## src/rtl/dcs_consts.vh

```
// Constants for the dual converter clock and reset supervisor.
`ifndef DCS_CONSTS_VH
`define DCS_CONSTS_VH
// ----------------------------------------
// Timing
// ----------------------------------------
`define DCS_CLK_HZ          25000000
`define DCS_RST_TIMEOUT_MS  180
`define DCS_RST_TIMEOUT_CYC ((`DCS_CLK_HZ / 1000) * `DCS_RST_TIMEOUT_MS)
`define DCS_GLITCH_NS       100
`define DCS_CLK_NS          40
`define DCS_GLITCH_CYC      ((`DCS_GLITCH_NS + `DCS_CLK_NS - 1) / `DCS_CLK_NS)
`define DCS_SS_STEPS        64
`define DCS_SS_OSC_CYC      2048
`define DCS_SS_STEP_CYC     (`DCS_SS_OSC_CYC / `DCS_SS_STEPS)
`define DCS_OSC_DIV         4
`endif

```

## src/rtl/dcs_sync2.v

```verilog
// Two flip-flop level synchroniser.
`timescale 1ns/100ps
`default_nettype none
module dcs_sync2 #(
    parameter RST_VAL = 1'b0
) (
    input  wire clk_i,
    input  wire rstn_i,
    input  wire d_i,
    output reg  q_o
);
    reg meta_q;
    // The first stage is read only by the second stage.
    always @(posedge clk_i or negedge rstn_i) begin
        if (!rstn_i) begin
            meta_q <= RST_VAL;
            q_o    <= RST_VAL;
        end else begin
            meta_q <= d_i;
            q_o    <= meta_q;
        end
    end
endmodule // dcs_sync2
`default_nettype wire

```

## src/rtl/dcs_supervisor.v

```verilog
// Clocking, enable, soft-start and reset supervision for a dual converter.
`timescale 1ns/100ps
`default_nettype none
`include "dcs_consts.vh"
module dcs_supervisor #(
    parameter RST_TIMEOUT_CYC = `DCS_RST_TIMEOUT_CYC,
    parameter OSC_DIV         = `DCS_OSC_DIV
) (
    input  wire       clk_i,
    input  wire       rstn_i,
    input  wire       ext_ref_clk_i,
    input  wire       conv1_enable_i,
    input  wire       conv2_enable_i,
    input  wire       conv1_rate_select_i,
    input  wire       manual_reset_n_i,
    input  wire       manual_reset_n_oe_i,
    input  wire       powerfail_sense_in_i,
    input  wire       conv1_good_cmp_i,
    input  wire       conv2_good_cmp_i,
    input  wire       supply_lockout_i,
    output reg        conv1_switch_on_o,
    output reg        conv2_switch_on_o,
    output reg        chain_clock_out_o,
    output reg  [5:0] softstart_level_o,
    output reg        softstart_done_o,
    output reg        reset_n_o,
    output reg        reset_n_oe_o,
    output reg        conv1_output_good_o,
    output reg        conv1_output_good_oe_o,
    output reg        powerfail_flag_n_o,
    output reg        powerfail_flag_n_oe_o
);
    // ----------------------------------------
    // Input synchronisers
    // ----------------------------------------
    wire ext_s, en1_s, en2_s, fsel_s, mr_s, pf_s, good1_s, good2_s, lock_s;
    wire mr_raw;
    // An undriven manual reset pin reads high, as an internal pull-up would.
    assign mr_raw = manual_reset_n_oe_i ? manual_reset_n_i : 1'b1;

    dcs_sync2 #(.RST_VAL(1'b0)) u_s_ext (.clk_i(clk_i), .rstn_i(rstn_i),
        .d_i(ext_ref_clk_i), .q_o(ext_s));
    dcs_sync2 #(.RST_VAL(1'b0)) u_s_en1 (.clk_i(clk_i), .rstn_i(rstn_i),
        .d_i(conv1_enable_i), .q_o(en1_s));
    dcs_sync2 #(.RST_VAL(1'b0)) u_s_en2 (.clk_i(clk_i), .rstn_i(rstn_i),
        .d_i(conv2_enable_i), .q_o(en2_s));
    dcs_sync2 #(.RST_VAL(1'b1)) u_s_fsel (.clk_i(clk_i), .rstn_i(rstn_i),
        .d_i(conv1_rate_select_i), .q_o(fsel_s));
    dcs_sync2 #(.RST_VAL(1'b0)) u_s_mr (.clk_i(clk_i), .rstn_i(rstn_i),
        .d_i(mr_raw), .q_o(mr_s));
    dcs_sync2 #(.RST_VAL(1'b0)) u_s_pf (.clk_i(clk_i), .rstn_i(rstn_i),
        .d_i(powerfail_sense_in_i), .q_o(pf_s));
    dcs_sync2 #(.RST_VAL(1'b0)) u_s_g1 (.clk_i(clk_i), .rstn_i(rstn_i),
        .d_i(conv1_good_cmp_i), .q_o(good1_s));
    dcs_sync2 #(.RST_VAL(1'b0)) u_s_g2 (.clk_i(clk_i), .rstn_i(rstn_i),
        .d_i(conv2_good_cmp_i), .q_o(good2_s));
    dcs_sync2 #(.RST_VAL(1'b1)) u_s_lock (.clk_i(clk_i), .rstn_i(rstn_i),
        .d_i(supply_lockout_i), .q_o(lock_s));

    // ----------------------------------------
    // Reference clock selection
    // ----------------------------------------
    // Internal oscillator is a divider giving one-cycle enable pulses.
    reg [7:0] osc_cnt_q;
    reg       ext_d1_q;
    reg       ext_seen_q;
    reg [7:0] ext_idle_q;
    wire      int_tick = (osc_cnt_q == OSC_DIV[7:0] - 8'h01);
    wire      ext_tick = ext_s & ~ext_d1_q;
    // A held-low external input falls back to the internal oscillator.
    wire      ref_tick = ext_seen_q ? ext_tick : int_tick;

    always @(posedge clk_i or negedge rstn_i) begin
        if (!rstn_i) begin
            osc_cnt_q  <= 8'h00;
            ext_d1_q   <= 1'b0;
            ext_seen_q <= 1'b0;
            ext_idle_q <= 8'h00;
        end else begin
            osc_cnt_q <= int_tick ? 8'h00 : osc_cnt_q + 8'h01;
            ext_d1_q  <= ext_s;
            if (ext_tick) begin
                ext_seen_q <= 1'b1;
                ext_idle_q <= 8'h00;
            end else if (ext_idle_q == 8'hff) begin
                ext_seen_q <= 1'b0;
            end else begin
                ext_idle_q <= ext_idle_q + 8'h01;
            end
        end
    end

    // ----------------------------------------
    // Phase generation
    // ----------------------------------------
    // Each reference edge advances the phase by a half switching period, so
    // a converter clock runs at half the reference. Finer phase waits a
    // quarter of the measured reference period after converter 2 turn-on
    // to place the 45 degree chain edge.
    reg       sw_clk_q;   // Divided switching clock.
    reg       half_q;     // Converter 1 slow-rate toggle.
    reg [7:0] per_cnt_q;
    reg [7:0] per_q;
    reg       chain_pend_q;
    reg [7:0] chain_dly_q;

    always @(posedge clk_i or negedge rstn_i) begin
        if (!rstn_i) begin
            sw_clk_q     <= 1'b0;
            half_q       <= 1'b0;
            per_cnt_q    <= 8'h00;
            per_q        <= 8'h00;
            chain_pend_q <= 1'b0;
            chain_dly_q  <= 8'h00;
        end else begin
            per_cnt_q <= ref_tick ? 8'h00 : per_cnt_q + 8'h01;
            if (ref_tick) begin
                per_q    <= per_cnt_q;
                sw_clk_q <= ~sw_clk_q;
                if (!sw_clk_q) begin
                    half_q <= ~half_q;
                end
                // Falling switching clock is converter 2 turn-on.
                if (sw_clk_q) begin
                    chain_pend_q <= 1'b1;
                    chain_dly_q  <= {2'b00, per_cnt_q[7:2]};
                end
            end else if (chain_pend_q) begin
                if (chain_dly_q == 8'h00) begin
                    chain_pend_q <= 1'b0;
                end else begin
                    chain_dly_q <= chain_dly_q - 8'h01;
                end
            end
        end
    end

    // ----------------------------------------
    // Soft-start
    // ----------------------------------------
    reg [4:0] ss_sub_q;
    wire      run_ok = ~lock_s & (en1_s | en2_s);
    always @(posedge clk_i or negedge rstn_i) begin
        if (!rstn_i) begin
            ss_sub_q          <= 5'h00;
            softstart_level_o <= 6'h00;
            softstart_done_o  <= 1'b0;
        end else if (!run_ok) begin
            ss_sub_q          <= 5'h00;
            softstart_level_o <= 6'h00;
            softstart_done_o  <= 1'b0;
        end else if (ref_tick && !softstart_done_o) begin
            // One level step per 32 oscillator cycles gives 64 steps.
            ss_sub_q <= ss_sub_q + 5'h01;
            if (ss_sub_q == 5'h1f) begin
                if (softstart_level_o == 6'h3f) begin
                    softstart_done_o <= 1'b1;
                end else begin
                    softstart_level_o <= softstart_level_o + 6'h01;
                end
            end
        end
    end

    // ----------------------------------------
    // Switch drives and chain clock
    // ----------------------------------------
    wire rise_ev  = ref_tick & ~sw_clk_q;
    wire fall_ev  = ref_tick & sw_clk_q;
    wire c1_rate  = fsel_s | ~half_q;
    wire chain_ev = chain_pend_q & ~ref_tick & (chain_dly_q == 8'h00);

    always @(posedge clk_i or negedge rstn_i) begin
        if (!rstn_i) begin
            conv1_switch_on_o <= 1'b0;
            conv2_switch_on_o <= 1'b0;
            chain_clock_out_o <= 1'b0;
        end else begin
            // Turn-on pulses; lockout or a low enable blocks them.
            conv1_switch_on_o <= rise_ev & c1_rate & en1_s & ~lock_s;
            conv2_switch_on_o <= fall_ev & en2_s & ~lock_s;
            if (chain_ev) begin
                chain_clock_out_o <= 1'b1;
            end else if (rise_ev) begin
                chain_clock_out_o <= 1'b0;
            end
        end
    end

    // ----------------------------------------
    // Manual reset filter and reset timeout
    // ----------------------------------------
    // Low must persist past the glitch window before it counts; this adds
    // a few cycles of latency but rejects contact bounce.
    localparam GLITCH_CYC = `DCS_GLITCH_CYC;
    reg [3:0]  mr_low_q;
    reg        mr_act_q;
    reg [23:0] rst_cnt_q;
    wire       bad = ~good1_s | ~good2_s | lock_s | ~softstart_done_o;

    always @(posedge clk_i or negedge rstn_i) begin
        if (!rstn_i) begin
            mr_low_q  <= 4'h0;
            mr_act_q  <= 1'b0;
            rst_cnt_q <= 24'h000000;
            reset_n_o <= 1'b0;
        end else begin
            if (mr_s) begin
                mr_low_q <= 4'h0;
                mr_act_q <= 1'b0;
            end else if (mr_low_q > GLITCH_CYC[3:0]) begin
                mr_act_q <= 1'b1;
            end else begin
                mr_low_q <= mr_low_q + 4'h1;
            end
            if (bad || mr_act_q) begin
                rst_cnt_q <= 24'h000000;
                reset_n_o <= 1'b0;
            end else if (rst_cnt_q >= RST_TIMEOUT_CYC[23:0] - 24'h000001) begin
                reset_n_o <= 1'b1;
            end else begin
                rst_cnt_q <= rst_cnt_q + 24'h000001;
            end
        end
    end

    // ----------------------------------------
    // Open-drain flags
    // ----------------------------------------
    // The comparator provides its own hysteresis; logic only follows it.
    always @(posedge clk_i or negedge rstn_i) begin
        if (!rstn_i) begin
            reset_n_oe_o           <= 1'b1;
            conv1_output_good_o    <= 1'b0;
            conv1_output_good_oe_o <= 1'b1;
            powerfail_flag_n_o     <= 1'b0;
            powerfail_flag_n_oe_o  <= 1'b1;
        end else begin
            reset_n_oe_o           <= bad | mr_act_q | ~reset_n_o;
            conv1_output_good_o    <= 1'b0;
            conv1_output_good_oe_o <= ~good1_s;
            powerfail_flag_n_o     <= 1'b0;
            powerfail_flag_n_oe_o  <= ~pf_s;
        end
    end
endmodule // dcs_supervisor
`default_nettype wire

```

## config.mk

```make
export PLATFORM = sky130hd
export DESIGN_NAME = dcs_supervisor
export DESIGN_NICKNAME = d
export VERILOG_FILES = /design/src/rtl/dcs_sync2.v /design/src/rtl/dcs_supervisor.v
export VERILOG_INCLUDE_DIRS = /design/src /design/src/rtl
export SDC_FILE = /design/constraint.sdc
export NUM_CORES = 1
export LEC_CHECK = 0
export BUFFER_PORTS_ARGS = -buffer_cell sky130_fd_sc_hd__buf_2
export CAP_MARGIN = 20
export CORE_MARGIN = 3
export CORE_UTILIZATION = 50
export CTS_CLUSTER_SIZE = 30
export DETAILED_ROUTE_END_ITERATION = 10
export GPL_TIMING_DRIVEN = 1
export PLACE_DENSITY = 0.7
export SYNTH_ARGS = -nofsm -noshare
export SYNTH_HDL_FRONTEND = slang
export SYNTH_SLANG_ARGS = --single-unit
```

## constraint.sdc

```tcl
create_clock -name clk_i -period 1.8 [get_ports clk_i]
set_input_delay 0.18 -clock clk_i [delete_from_list [all_inputs] [get_ports clk_i]]
set_output_delay 0.18 -clock clk_i [all_outputs]
set_load 0.01 [all_outputs]
```

==> impl_metrics.tcl <==
set metrics [dict create \
    status "finished, violations left" \
    violations "negative setup slack" \
    synth_area_sq_um 4710 \
    wl_um 10600 \
    leakage_nw 2.81 \
    initial_core_util_pct 52.8 \
    ys_seq_elements 103 \
    port_buffers 25 \
    fin_tns_setup_ps -3800 \
    switching_share_pct 30.7 \
    die_w_um 103 \
    first_pass_iters 4 \
    power_density_nw_per_um2 833 \
    die_h_um 103 \
    slew_viol_final 0 \
    grt_setup_unrepaired "yes" \
    synthFlopType "dfrtp_1" \
    pwr-share-seq_pct 53.2 \
    io_pins 28 \
    dpl.hpwl_um 6630 \
    finalHoldViolations 0 \
    numCtsBuffers 9 \
    track_usage_pct 20.8 \
    cts_sinks 103 \
    ys_async_sr_fraction_pct 100 \
    wl_per_cell_um 15.7 \
    vias 3783 \
    finalPower_mw 5.19 \
    crit_type "flip-flop to flip-flop" \
    cts_root_buf "clkbuf_8" \
    slowest_delay_ps 550 \
    finalCriticalPeriod_ps 2130 \
    switchingPower_mw 1.59 \
    p_clk_share_pct 26.7 \
    worstPathRequired_ps 2100 \
    core_area_sq_um 8930 \
    period_share_pct 118 \
    gp_congestion 0.834 \
    drc 0 \
    cp_cell_sequence "or4_4 -> o21ai_4 -> a221oi_2 -> buf_4 -> buf_6 -> or4_4 -> nand2_2" \
    yosys_warnings 0 \
    max_freq_mhz 470 \
    worst_slew_pin_slew_ps 959 \
    critPathLaunchType "flip-flop" \
    netlist_instances 454 \
    slew_headroom_pct 35.9 \
    yosysSeqAreaShare_pct 54.9 \
    clock_path_buffers 2 \
    grt_pass1_wl_um 17300 \
    drive_above_1_share_pct 34.2 \
    worst_ep_arrival_time_ps 2430 \
    cts_max_level 3 \
    fillers 627 \
    overflow 0 \
    cp-end-kind "flip-flop" \
    die_area_sq_um 10600 \
    via_per_inst 5.60 \
    syn_avg_cell_area_sq_um 10.4 \
    setup_viol 19 \
    insertion_delay_ps 360 \
    finalNetCount 585 \
    first_global_vias 3776 \
    cpMostUsedCell "or4_4" \
    max-cap-violations 0 \
    synth_edf_count 0 \
    num_antenna_cells 0 \
    hp-class "flip-flop to flip-flop" \
    p_comb_share_pct 20.1 \
    antenna_found_initial 0 \
    skew_ps 19.5 \
    hold_slack_ps 358 \
    ant_nets 0 \
    drtIter0Drc 167 \
    finalWorstSetupSlack_ps -326 \
    grt_max_degree 104 \
    row_count 34 \
    peakVddDrop_v 0.000673 \
    p_int_mw 3.60 \
    cpMaxStageDelayCell "or4_4" \
    clk_pin_slew_ps 100 \
    syn_to_final_growth_pct 32.1 \
    cts_tree "done" \
    path_max_fanout 7 \
    yosysUniqueCellTypes 54 \
]
## cells in the final DEF, fill, tap and decap left out, drive strengths merged, types with 7 or more instances in the layout
cell type    synthesis  layout
dlygate4sd3          0      11
o21ai               21      21
xor2                12      12
nor2                51      51
nor3                 8       8
or4                 16      16
nand4               13      13
dfstp                7       7
nand3               23      23
inv                 10      12
nand2               30      30
buf                  9     104
xnor2               16      16
a21oi               20      20
o31ai                7       7
ha                  10      10
dfrtp               96      96
a31oi                8       8
mux2i                7       7
and3                19      19
clkbuf              10      10
## per-layer routing
metal | GRT usage (%) | vias up | share of wire, %
met1 | 28.2 | 1860 | 47
li1 | - | 1837 | -
met5 | 0 | - | 0
met3 | 3.99 | 11 | 3.0
met2 | 34.1 | 75 | 49
met4 | 6.08 | 0 | 1.3
## metrics by stage
step	cell area [sq um]	setup slack (ps)	utilization [%]	instances
floorplan	4740	-123	-	455
finish	6230	-326	69.7	676
global placement	5370	-243	60.1	628
global route	6230	-371	69.7	676
CTS	5950	-304	66.7	669
detailed placement	5370	-295	60.1	628
## critical path: cells and delay by family (launching register included)
kind	cells	cell delay (ps)
and+or+nand+nor	3	1100
DFF	1	390
buffers and inverters	2	300
AOI/OAI and AO/OA	2	270
## Yosys cell counts (3+ instances only)
cell / n / area [sq um]
dfrtp_1: 96 / 2400
nor2_1: 51 / 191
nand2_1: 30 / 113
nand3_1: 23 / 115
a21oi_1: 20 / 100
o21ai_0: 20 / 100
and3_1: 18 / 113
or4_1: 16 / 120
xnor2_1: 16 / 140
nand4_1: 13 / 81.3
xor2_1: 12 / 105
clkbuf_1: 10 / 37.5
ha_1: 10 / 125
inv_1: 10 / 37.5
a31oi_1: 8 / 50.1
dfstp_2: 7 / 184
mux2i_1: 7 / 70.1
nor3_1: 7 / 35.0
o31ai_1: 7 / 52.6
nand2b_1: 6 / 37.5
nor4_1: 6 / 37.5
o211ai_1: 5 / 37.5
or3_1: 5 / 31.3
and2_1: 4 / 25.0
and4b_1: 4 / 40.0
buf_2: 3 / 15.0
buf_4: 3 / 22.5
nor3b_1: 3 / 22.5
o21bai_1: 3 / 22.5
## registers in the layout (all words and copies together), names as in the netlist, 4 cells and up
register and flops:
softstart_level_o 6, ss_sub_q 5, rst_cnt_q 24, mr_low_q 4, ext_idle_q 8, per_cnt_q 8, chain_dly_q 8, osc_cnt_q 8
## power by group through the flow
| stage | clock [mW] | sequential (mW) | combinational (mW) |
|---|---|---|---|
| 2_1_floorplan | 0 | 2.74 | 0.542 |
| 3_3_place_gp | 0 | 2.78 | 0.787 |
| 3_5_place_dp | 0 | 2.79 | 0.826 |
| 4_1_cts | 1.43 | 2.74 | 0.860 |
| 5_1_grt | 1.55 | 2.79 | 1.17 |
| 6_report | 1.39 | 2.76 | 1.04 |
## layout make-up
cell class	count	area (sq um)	share of cell area, %
Clock buffer	10	138	2.21
Sequential cell	103	2590	41.5
Tap cell	108	135	2.17
Multi-Input combinational cell	323	2340	37.5
Inverter	10	37.5	0.603
Clock inverter	6	52.6	0.844
Timing Repair Buffer	116	943	15.1
## cells by family (layout without fill, tap and decap cells)
family                     Yosys count  after routing  share of synthesized area [%]
and+or+nand+nor                    198            198                           22.6
muxes                                7              7                           1.49
DFF                                103            103                           54.9
other                                1              2                         0.0795
buffers and inverters               29            142                           2.79
xor gates and xnor gates            28             28                           5.20
AOI/OAI and AO/OA                   78             78                           10.4
adders and majority gates           10             10                           2.65
## worst paths after layout
path | start | endpoint | slack [ps] | cells after the start
worst max-delay path | rst_cnt_q[5] | rst_cnt_q[7] | -330 | 7
worst min-delay path | u_s_pf.meta_q | u_s_pf.q_o | 360 | 0
worst max register to register | rst_cnt_q[5] | rst_cnt_q[7] | -330 | 7
worst min register to register | u_s_pf.meta_q | u_s_pf.q_o | 360 | 0
max in group asynchronous | rstn_i | u_s_lock.q_o | 970 | 3
min in group asynchronous | rstn_i | rst_cnt_q[10] | 430 | 3
## timing repair
item                                    CTS  global route
hold buffers                             11             0
resized for setup                        36            62
endpoints found under the setup margin   31            38
endpoints found under the hold margin   105             0
pin swaps                                42            29
gates cloned                              1             0
setup buffers                            13             9
Power figures use the tool's default switching activity.
